File: config.mk
export PLATFORM = sky130hd
export DESIGN_NAME = mdr_readback
export DESIGN_NICKNAME = d
export VERILOG_FILES = /design/src/logic/mdr_pkg.sv /design/src/logic/mdr_quad_dec.sv /design/src/logic/mdr_readback.sv
export SDC_FILE = /design/constraint.sdc
export NUM_CORES = 1
export LEC_CHECK = 0
export BUFFER_PORTS_ARGS = -buffer_cell sky130_fd_sc_hd__buf_2
export CORE_MARGIN = 2
export CORE_UTILIZATION = 57
export CTS_CLUSTER_SIZE = 30
export DETAILED_ROUTE_END_ITERATION = 7
export PLACE_DENSITY = 0.81
export SYNTH_ARGS = -nofsm -noshare
export SYNTH_HDL_FRONTEND = slang
export SYNTH_SLANG_ARGS = --single-unit
File: constraint.sdc
create_clock -name core_clk -period 5.6 [get_ports core_clk]
set_input_delay 1.12 -clock core_clk [delete_from_list [all_inputs] [get_ports core_clk]]
set_output_delay 1.12 -clock core_clk [all_outputs]
set_load 0.05 [all_outputs]
File: src/logic/mdr_pkg.sv
// Purpose: constants for the motion data readback block
// Assumes: 100 MHz core clock, host port sampled synchronously
// Notes: command codes, byte counts, status layout and position window
// Function
// - index read returns captured index, four bytes
// - index register loads on index after arming
// - code 08 returns desired position, MSB first
// - code 0A returns actual position, MSB first
// - positions clamp to C0000000..3FFFFFFF window
// - code 07 returns desired velocity, four bytes
// - desired velocity readback is signed
// - code 0B returns signed integer actual velocity
// - code 0D returns two-byte integral sum
// - host reads status after interrupt asserts
// - new command aborts incomplete earlier command
// - status byte shows all conditions unmasked
// - eight-bit bus, chip select, port select
// - encoder takes A, B, index lines
// - decoder rejects non-persistent phase noise
// - decoder has no digital noise filter
// - busy ignores writes, reads give stale buffer; here status reads still load status_q while busy
package mdr_pkg;
    localparam logic [7:0] CMD_RD_DES_VEL = 8'h07;
    localparam logic [7:0] CMD_RD_DES_POS = 8'h08;
    localparam logic [7:0] CMD_RD_INDEX = 8'h09;
    localparam logic [7:0] CMD_RD_ACT_POS = 8'h0A;
    localparam logic [7:0] CMD_RD_ACT_VEL = 8'h0B;
    localparam logic [7:0] CMD_RD_INT_SUM = 8'h0D;
    localparam logic [7:0] CMD_ARM_INDEX = 8'h03;
    localparam logic [2:0] BYTES_FOUR = 3'h4;
    localparam logic [2:0] BYTES_TWO = 3'h2;
    localparam logic [31:0] POS_MIN = 32'hC0000000;
    localparam logic [31:0] POS_MAX = 32'h3FFFFFFF;
    localparam int STAT_BUSY_BIT = 0;
    localparam int STAT_CMD_ERR_BIT = 1;
    localparam int STAT_INDEX_BIT = 3;
    localparam logic [1:0] BUSY_CYCLES = 2'h2;
    localparam logic [7:0] STATUS_RESET = 8'h00;
    typedef enum logic [2:0] {
        MDR_IDLE = 3'b001,
        MDR_BUSY = 3'b010,
        MDR_SEND = 3'b100
    } mdr_state_t;
endpackage : mdr_pkg

File: src/logic/mdr_quad_dec.sv
// Purpose: quadrature decoder with index capture
// Assumes: encoder lines synchronous to core_clk
// Notes: no filter, glitches that return cancel out
`timescale 1ns/100ps
`default_nettype none
module mdr_quad_dec (
    // clock and reset
    input wire logic core_clk,
    input wire logic reset_n,
    // encoder lines
    input wire logic phase_a,
    input wire logic phase_b,
    input wire logic index_n,
    // control
    input wire logic arm_index,
    // results
    output logic [31:0] position_q,
    output logic [31:0] index_pos_q,
    output logic index_armed_q,
    output logic index_seen_q
);
    import mdr_pkg::*;
    logic [1:0] ab_q;
    logic signed [1:0] step;
    // gray step decode: a glitch that returns undoes its own count
    always_comb begin
        case ({ab_q, phase_a, phase_b})
            4'b0001, 4'b0111, 4'b1110, 4'b1000: step = 2'sb01;
            4'b0010, 4'b1011, 4'b1101, 4'b0100: step = -2'sb01;
            default: step = 2'sb00;
        endcase
    end
    // raw lines used directly for full decode bandwidth
    always_ff @(posedge core_clk or negedge reset_n) begin
        if (!reset_n) begin
            ab_q <= 2'h0;
        end else begin
            ab_q <= {phase_a, phase_b};
        end
    end
    // position count, held in the window
    always_ff @(posedge core_clk or negedge reset_n) begin
        if (!reset_n) begin
            position_q <= 32'h0;
        end else if (step == 2'sb01 && position_q != POS_MAX) begin
            position_q <= position_q + 32'h1;
        end else if (step == -2'sb01 && position_q != POS_MIN) begin
            position_q <= position_q - 32'h1;
        end
    end
    // index capture once per arming; index tied high never captures
    always_ff @(posedge core_clk or negedge reset_n) begin
        if (!reset_n) begin
            index_pos_q <= 32'h0;
            index_armed_q <= 1'b0;
            index_seen_q <= 1'b0;
        end else begin
            index_seen_q <= 1'b0;
            if (arm_index) begin
                index_armed_q <= 1'b1;
            end else if (index_armed_q && !index_n) begin
                index_pos_q <= position_q;
                index_armed_q <= 1'b0;
                index_seen_q <= 1'b1;
            end
        end
    end
endmodule : mdr_quad_dec
`default_nettype wire

File: src/logic/mdr_readback.sv
// Purpose: host command port serving data readback commands
// Assumes: host strobes are one-cycle synchronous pulses
// Notes: motion values arrive as ports; reads never disturb them
`timescale 1ns/100ps
`default_nettype none
module mdr_readback #(
    parameter int POS_W = 32
) (
    // clock and reset
    input wire logic core_clk,
    input wire logic reset_n,
    // host port
    input wire logic cs_n,
    input wire logic port_select_n,
    input wire logic wr_stb,
    input wire logic rd_stb,
    input wire logic [7:0] host_wdata,
    output logic [7:0] host_rdata_q,
    // encoder
    input wire logic phase_a,
    input wire logic phase_b,
    input wire logic index_n,
    // motion sources
    input wire logic [POS_W-1:0] desired_pos,
    input wire logic [31:0] desired_vel,
    input wire logic [15:0] actual_vel,
    input wire logic [15:0] integral_sum,
    input wire logic [5:0] event_flags,
    // status
    output logic busy_q,
    output logic [31:0] actual_pos_q
);
    import mdr_pkg::*;
    mdr_state_t state_q;
    logic [31:0] shift_q;
    logic [2:0] left_q;
    logic [1:0] busy_cnt_q;
    logic [7:0] status_q;
    logic [7:0] cmd_q;
    logic [31:0] pos_w;
    logic [31:0] index_w;
    logic armed_w;
    logic seen_w;
    logic cmd_wr;
    logic data_rd;
    logic status_rd;
    logic is_read_cmd;

    mdr_quad_dec u_dec (
        .core_clk(core_clk),
        .reset_n(reset_n),
        .phase_a(phase_a),
        .phase_b(phase_b),
        .index_n(index_n),
        .arm_index(cmd_wr && !busy_q && host_wdata == CMD_ARM_INDEX),
        .position_q(pos_w),
        .index_pos_q(index_w),
        .index_armed_q(armed_w),
        .index_seen_q(seen_w)
    );

    // port decode: select low means command/status port
    assign cmd_wr = !cs_n && wr_stb && !port_select_n;
    assign data_rd = !cs_n && rd_stb && port_select_n;
    assign status_rd = !cs_n && rd_stb && !port_select_n;

    // clamp into the documented position window
    function automatic logic [31:0] clamp_pos(input logic [31:0] v);
        if ($signed(v) > $signed(POS_MAX)) begin
            clamp_pos = POS_MAX;
        end else if ($signed(v) < $signed(POS_MIN)) begin
            clamp_pos = POS_MIN;
        end else begin
            clamp_pos = v;
        end
    endfunction : clamp_pos

    assign is_read_cmd = (host_wdata inside {CMD_RD_DES_VEL, CMD_RD_DES_POS, CMD_RD_INDEX,
        CMD_RD_ACT_POS, CMD_RD_ACT_VEL, CMD_RD_INT_SUM});

    // command sequencer; a new command accepted while not busy restarts, aborting leftovers
    always_ff @(posedge core_clk or negedge reset_n) begin
        if (!reset_n) begin
            state_q <= MDR_IDLE;
            cmd_q <= 8'h00;
            busy_cnt_q <= 2'h0;
        end else begin
            case (state_q)
                MDR_IDLE, MDR_SEND: begin
                    if (cmd_wr && !busy_q) begin
                        cmd_q <= host_wdata;
                        busy_cnt_q <= BUSY_CYCLES;
                        state_q <= is_read_cmd ? MDR_BUSY : MDR_IDLE;
                    end else if (state_q == MDR_SEND && left_q == 3'h0) begin
                        state_q <= MDR_IDLE;
                    end
                end
                MDR_BUSY: begin
                    busy_cnt_q <= busy_cnt_q - 2'h1;
                    if (busy_cnt_q == 2'h1) begin
                        state_q <= MDR_SEND;
                    end
                end
                default: state_q <= MDR_IDLE;
            endcase
        end
    end

    // busy flag shadows the fetch phase; writes then are ignored
    always_ff @(posedge core_clk or negedge reset_n) begin
        if (!reset_n) begin
            busy_q <= 1'b0;
        end else begin
            busy_q <= (state_q == MDR_BUSY && busy_cnt_q != 2'h1)
                || (cmd_wr && !busy_q && is_read_cmd);
        end
    end

    // snapshot value at fetch end so bytes belong to one sample
    always_ff @(posedge core_clk or negedge reset_n) begin
        if (!reset_n) begin
            shift_q <= 32'h0;
            left_q <= 3'h0;
        end else if (cmd_wr && !busy_q) begin
            left_q <= 3'h0;
        end else if (state_q == MDR_BUSY && busy_cnt_q == 2'h1) begin
            case (cmd_q)
                CMD_RD_INDEX: begin
                    shift_q <= clamp_pos(index_w);
                    left_q <= BYTES_FOUR;
                end
                CMD_RD_DES_POS: begin
                    shift_q <= clamp_pos(desired_pos);
                    left_q <= BYTES_FOUR;
                end
                CMD_RD_ACT_POS: begin
                    shift_q <= clamp_pos(pos_w);
                    left_q <= BYTES_FOUR;
                end
                CMD_RD_DES_VEL: begin
                    shift_q <= desired_vel;
                    left_q <= BYTES_FOUR;
                end
                CMD_RD_ACT_VEL: begin
                    shift_q <= {actual_vel, 16'h0000};
                    left_q <= BYTES_TWO;
                end
                CMD_RD_INT_SUM: begin
                    shift_q <= {integral_sum, 16'h0000};
                    left_q <= BYTES_TWO;
                end
                default: left_q <= 3'h0;
            endcase
        end else if (data_rd && !busy_q && state_q == MDR_SEND && left_q != 3'h0) begin
            shift_q <= {shift_q[23:0], 8'h00};
            left_q <= left_q - 3'h1;
        end
    end

    // read buffer: busy data reads return what the buffer already holds; status reads load status_q even when busy
    always_ff @(posedge core_clk or negedge reset_n) begin
        if (!reset_n) begin
            host_rdata_q <= 8'h00;
        end else if (status_rd) begin
            host_rdata_q <= status_q;
        end else if (data_rd && !busy_q && state_q == MDR_SEND && left_q != 3'h0) begin
            host_rdata_q <= shift_q[31:24];
        end
    end

    // status: raw conditions, never masked; index bit stays set until reset
    always_ff @(posedge core_clk or negedge reset_n) begin
        if (!reset_n) begin
            status_q <= STATUS_RESET;
        end else begin
            status_q[7:4] <= {1'b0, event_flags[5:3]};
            status_q[2] <= event_flags[1];
            status_q[STAT_INDEX_BIT] <= status_q[STAT_INDEX_BIT] | seen_w | event_flags[2];
            // a read with nothing left to send is an error, even before send ends
            status_q[STAT_CMD_ERR_BIT] <= event_flags[0]
                | (data_rd && !busy_q && (state_q != MDR_SEND || left_q == 3'h0));
            status_q[STAT_BUSY_BIT] <= busy_q;
        end
    end

    // actual position out for the loop
    always_ff @(posedge core_clk or negedge reset_n) begin
        if (!reset_n) begin
            actual_pos_q <= 32'h0;
        end else begin
            actual_pos_q <= clamp_pos(pos_w);
        end
    end
endmodule : mdr_readback
`default_nettype wire
==> metrics.cfg, run 1 <==
[status]
outcome=finished clean

[global_routing]
grt_max_degree=89
overflow=0
antenna_found_initial=0
grt_pass1_vias=8193
track_usage=0.304
grt_pass1_wl_um=42700

[floorplan]
die_area_sq_mm=0.0179
core_area_sq_mm=0.0165
die_w_um=134
die_y_um=134
ioPinCount=160
rows=47
initial_core_util=0.580

[timing]
final.setup_skew_ps=8.83
period_share=0.843
finalSetupTns_ps=0
setup_violations=0
hold_viol_final=0
maxSlewHeadroom=0.209
worstMarginPinSlew_ps=1180
rsz0062_at_grt=false
clock.fmax_mhz=212
whs_ps=442
fin_crit_ps=4720
slew_viol_final=0

[synth]
yosysTopAreaCell=dfrtp_1
yosysMostFrequentCell=dfrtp_1
async_flop_share=1.00
synth_area_leaders=dfrtp_1, o21ai_0, nand2_1
yosysWarnings=0
synthFlopType=dfrtp_1
synth_top_family_by_area=compound AO/OA/AOI/OAI gates
muxShareOfSynthArea=0.0514
avgSynthCellArea_sq_um=9.14
synthAdderAreaFrac=0.0734
syn_nets=1206
synth_cells=1049
synth-xor-area-share=0.0247
synth_top_cell_area_share=0.426
yosys_register_bits=164
syn_area_sq_mm=0.00958
ys_seq_area_frac=0.428
yosysUniqueCellTypes=69
synth_top_cells_by_count=dfrtp_1, nand2_1, o21ai_0
synth-simple-area-share=0.160
synth_edf_count=0
synth_compound_area_frac=0.225

[clock_network]
cts-root-buf=clkbuf_16
clk_pin_slew_ps=70
cts_setup_buffers=0
cts_buffer_depth=2
cts_sinks=164
cts_made_buffers=17
cts_tree=yes
clk_latency_ps=430
cts_resized=0
cts-htree-levels=4
hold_buffers=0

[final_layout]
final_layout_size_suffix_gt1_frac=0.227
syn_to_final_growth_pct=16.8
nNetsFinal=1331
final-instance-count-excl-fill=1407
diodes=0

[placement]
hpwl_um=18900
io_buffers=159
dp_cells=1375
place_congestion=0.878

[worst_hold_path]
hold-path-cell-count=1
hp-class=flop to flop

[worst_setup_path]
cp-start-kind=primary input
crit_chain=buf_2, inv_1, ha_1, mux4_2, a211oi_2, inv_1, ha_1, a2111oi_0, a211o_1, and3_4, o31a_1, o21ai_0, a2111oi_0, nor3_1
slowest_stage=a2111oi_0
cp_max_fo=18
arrival_ps=5020
reg2reg_depth=12
end_kind=flop
path_class=primary input to flop
critPathRequiredTime_ps=5900
crit_path_max_incr_delay_ps=680

[drt]
ant_nets=0
drt_first_iter_violations=936
routed_via_density=6.20
drt_pass1_iterations=6
drc_errors=0
post_drt_wl_per_cell_um=19.1
vias=8730
drt-total-wl_um=26900

[pwr]
power.density_mw_per_mm2=515
ir_drop_uv=331
p_leak_nw=5.00

[job]
cap_violations=0

-- final cells by class --
type | instances | area, sq um
timing repair buffer | 176 | 930
inverter | 20 | 75.1
clock buffer | 17 | 425
sequential | 164 | 4110
fill | 1287 | 5340
tap | 220 | 275
multi-input combinational | 795 | 5160
clock inverter | 15 | 215
-- metrics by stage --
step / setup slack (ps) / utilization / cell area, sq um / power, mW
2_1_floorplan: 763 / - / 9580 / 3.72
3_3_place_gp: 631 / 0.638 / 10500 / 4.40
3_5_place_dp: 513 / 0.638 / 10500 / 4.45
4_1_cts: 872 / 0.677 / 11200 / 5.74
5_1_grt: 512 / 0.677 / 11200 / 6.12
6_report: 880 / 0.677 / 11200 / 5.77
-- final timing paths --
| kind | startpoint | to | slack (ps) |
|---|---|---|---|
| max | phase_a | u_dec.position_q[28] | 880 |
| min | u_dec.index_seen_q | status_q[3] | 440 |
| max reg2reg | u_dec.position_q[7] | u_dec.position_q[28] | 1240 |
| min reg2reg | u_dec.index_seen_q | status_q[3] | 440 |
| max in group asynchronous | reset_n | shift_q[7] | 3750 |
| min in group asynchronous | reset_n | status_q[0] | 720 |
-- sequential cells by signal, indices dropped and copies added, names as in the netlist --
name	cells
u_dec.index_pos_q	32
status_q	7
u_dec.ab_q	2
cmd_q	8
u_dec.index_armed_q	1
busy_cnt_q	2
state_q	3
host_rdata_q	8
left_q	3
shift_q	32
busy_q	1
u_dec.position_q	32
actual_pos_q	32
u_dec.index_seen_q	1
-- critical path, delay by kind of cell --
| kind | cells | cell delay, ps |
|---|---|---|
| adders and majority gates | 2 | 680 |
| buffers and inverters | 3 | 520 |
| muxes | 1 | 510 |
| and+or+nand+nor | 2 | 310 |
| AOI/OAI and AO/OA | 6 | 1890 |
-- where the power goes --
group / switching [mW] / leakage, nW / total (mW) / internal (mW)
combinational: 1.74 / 2.61 / 2.67 / 0.929
sequential: 0.353 / 2.08 / 1.82 / 1.46
clock: 0.520 / 0.304 / 1.28 / 0.759
total: 2.62 / 5.00 / 5.77 / 3.15
-- cells in the final DEF (no fill, tap or decap), types with 14 or more instances in the layout --
| cell | netlist | layout |
|---|---|---|
| maj3_1 | 22 | 22 |
| o21ai_0 | 116 | 114 |
| a31oi_1 | 21 | 21 |
| mux2_2 | 40 | 40 |
| buf_4 | 0 | 17 |
| a221oi_1 | 20 | 20 |
| clkbuf_16 | 0 | 17 |
| nand2_1 | 137 | 137 |
| a22o_1 | 14 | 14 |
| a21o_1 | 14 | 14 |
| ha_1 | 37 | 37 |
| nor2_1 | 81 | 81 |
| a21oi_1 | 59 | 59 |
| xnor2_1 | 18 | 18 |
| inv_1 | 19 | 19 |
| dfrtp_1 | 163 | 163 |
| o31ai_1 | 21 | 21 |
| buf_2 | 11 | 158 |
-- metal layers --
metal / track usage / wire (um)
met3: 0.0552 / 2270
met5: 0 / 0
met1: 0.425 / 11300
met4: 0.110 / 767
met2: 0.478 / 12500
-- logic make-up (layout without fill, tap and decap cells) --
kind of cell	Yosys count	in the layout
and+or+nand+nor	326	326
xor gates and xnor gates	27	27
adders and majority gates	60	60
AOI/OAI and AO/OA	339	339
buffers and inverters	90	228
DFF	164	164
muxes	43	43
Power figures use the tool's default switching activity.
==> inputs of run 2 (changes only) <==
--- a/config.mk
+++ b/config.mk
@@ -5,12 +5,13 @@
 export SDC_FILE = /design/constraint.sdc
 export NUM_CORES = 1
 export LEC_CHECK = 0
+export ABC_AREA = 1
 export BUFFER_PORTS_ARGS = -buffer_cell sky130_fd_sc_hd__buf_2
 export CORE_MARGIN = 2
-export CORE_UTILIZATION = 57
+export CORE_UTILIZATION = 53
 export CTS_CLUSTER_SIZE = 30
 export DETAILED_ROUTE_END_ITERATION = 7
-export PLACE_DENSITY = 0.81
+export PLACE_DENSITY = 0.78
 export SYNTH_ARGS = -nofsm -noshare
 export SYNTH_HDL_FRONTEND = slang
 export SYNTH_SLANG_ARGS = --single-unit
==> constraint.sdc (replaced) <==
create_clock -name core_clk -period 4.2 [get_ports core_clk]
set_input_delay 0.84 -clock core_clk [delete_from_list [all_inputs] [get_ports core_clk]]
set_output_delay 0.84 -clock core_clk [all_outputs]
set_load 0.05 [all_outputs]
==> metrics.cfg, run 2 <==
[timing]
period_share=0.760
setup_violations=0
maxSlewHeadroom=0.294
clock.fmax_mhz=313
slew_viol_final=0
fin_crit_ps=3190
setup_slack_ps=1010
rsz0062_at_grt=false
worstMarginPinSlew_ps=1050
final.setup_skew_ps=9.58
hold_viol_final=0
finalSetupTns_ps=0

[pwr]
p_seq_frac=0.279
ir_drop_uv=323
power.density_mw_per_mm2=679
clock_power_share=0.193
p_comb_frac=0.528
intPower_mw=4.24
p_leak_nw=7.18
switching_share=0.504
power.switching_mw=4.30

[synth]
synth_top_cell_area_share=0.372
syn_area_sq_mm=0.0110
ys_seq_area_frac=0.374
synth_edf_count=0
synth_area_leaders=dfrtp_1, nand2_1, inv_1
yosysTopAreaCell=dfrtp_1
syn_nets=1824
avgSynthCellArea_sq_um=6.58
async_flop_share=1.00
synth_top_cells_by_count=nand2_1, inv_1, dfrtp_1
yosysUniqueCellTypes=37
yosys_register_bits=164
yosysWarnings=0
yosysMostFrequentCell=nand2_1
synth_cells=1667
synthFlopType=dfrtp_1

[floorplan]
ioPinCount=160
die_w_um=148
rows=52
core_area_sq_mm=0.0203
die_area_sq_mm=0.0219
die_y_um=148
initial_core_util=0.540

[worst_setup_path]
cp_max_fo=33
arrival_ps=3510
r2r-end=u_dec.position_q[16]
critPathRequiredTime_ps=4520
reg2reg_depth=18
path_class=primary input to flop
r2r_slack_ps=1010
cp-start-kind=primary input
rr_startpoint=u_dec.position_q[30]
end_kind=flop
crit_end=u_dec.position_q[20]
critPathLaunch=phase_a

[clock_network]
cts_sinks=164
hold_buffers=0
cts_tree=yes
cts-htree-levels=4
cts_made_buffers=17
cts_setup_buffers=0
cts_resized=0
cts_buffer_depth=2
cts-root-buf=clkbuf_16
clk_latency_ps=440
clk_pin_slew_ps=70

[global_routing]
grt_max_degree=69
grt_pass1_vias=10400
antenna_found_initial=0
grt_pass1_wl_um=51500
overflow=0
track_usage=0.298

[final_layout]
final_cell_area_sq_mm=0.0126
layout_common_cells=nand2_1, inv_1, dfrtp_1
nNetsFinal=1959
diodes=0
final_layout_size_suffix_gt1_frac=0.136
n_fill_cell=1936
syn_to_final_growth_pct=14.7
utilization=0.620
layout_commonest_cell=nand2_1

[drt]
post_drt_wl_per_cell_um=15.5
vias=11100
routed_via_density=5.34
drt_first_iter_violations=1032
drc_errors=0
drt-total-wl_um=32300
drt_pass1_iterations=6
ant_nets=0

[placement]
pre_cts_ws_ps=560
hpwl_um=24100
place_congestion=0.959
io_buffers=159
place_area_sq_mm=0.0120

[job]
cap_violations=0

[status]
outcome=finished clean

[worst_hold_path]
hp-class=primary input to asynchronous set/reset pin

==> run 2: logic make-up after synthesis <==
group           Yosys count  share of synthesized area
fa+ha+maj                38                     0.0440
flops                   164                      0.374
buf+inv                 287                      0.105
compound gates          206                     0.0992
simple gates            958                      0.366
xor+xnor                 14                     0.0112
==> run 2: layout make-up <==
class,count,area [sq um],area share
Inverter,227,852,0.0677
Clock buffer,17,425,0.0338
Clock inverter,15,189,0.0150
Tap cell,270,338,0.0269
Sequential cell,164,4110,0.326
Timing Repair Buffer,176,955,0.0759
Multi-Input combinational cell,1216,5710,0.454
==> run 2: stage by stage <==
step	hold slack [ps]	power, mW	cells
global route	396	9.21	2085
detailed placement	430	6.84	2053
finish	372	8.54	2085
global placement	421	6.76	2053
floorplan	412	5.61	1667
CTS	376	8.50	2085
==> run 2: how the worst min path moves through the flow <==
stage | end | from | slack [ps] | cells past startpoint
after global placement | status_q[3] | u_dec.index_seen_q | 420 | 1
after floorplan | status_q[3] | u_dec.index_seen_q | 410 | 1
after detailed placement | status_q[3] | u_dec.index_seen_q | 430 | 1
final | cmd_q[2] | reset_n | 370 | 1
after global routing | busy_cnt_q[0] | reset_n | 400 | 1
after CTS | busy_cnt_q[1] | reset_n | 380 | 1
==> run 2: critical path: stages <==
cell and delay (ps):
buf_2 110, inv_1 60, ha_1 300, xor2_1 180, inv_1 60, nand2_1 50, nand2_1 60, a21oi_1 140
nand2_2 90, buf_12 170, ha_1 370, nand2_1 130, nor2_1 220, inv_1 80, nor2_1 160, nand3_1 150
nand3_1 110, nand2_1 50, nand3_1 80, o21ai_0 90
==> run 2: power groups by stage <==
stage	logic (mW)	registers (mW)	clock network, mW
global placement	4.37	2.39	0
CTS	4.47	2.37	1.66
floorplan	2.75	2.86	0
detailed placement	4.44	2.40	0
global route	5.05	2.43	1.73
finish	4.51	2.39	1.65
==> run 2: layer usage <==
layer  wire length, um  share of wire  track usage
met1             13900           0.43        0.388
met2             15500           0.48        0.503
met3              1960          0.061       0.0472
met4              1010          0.031        0.111
met5                 0              0            0
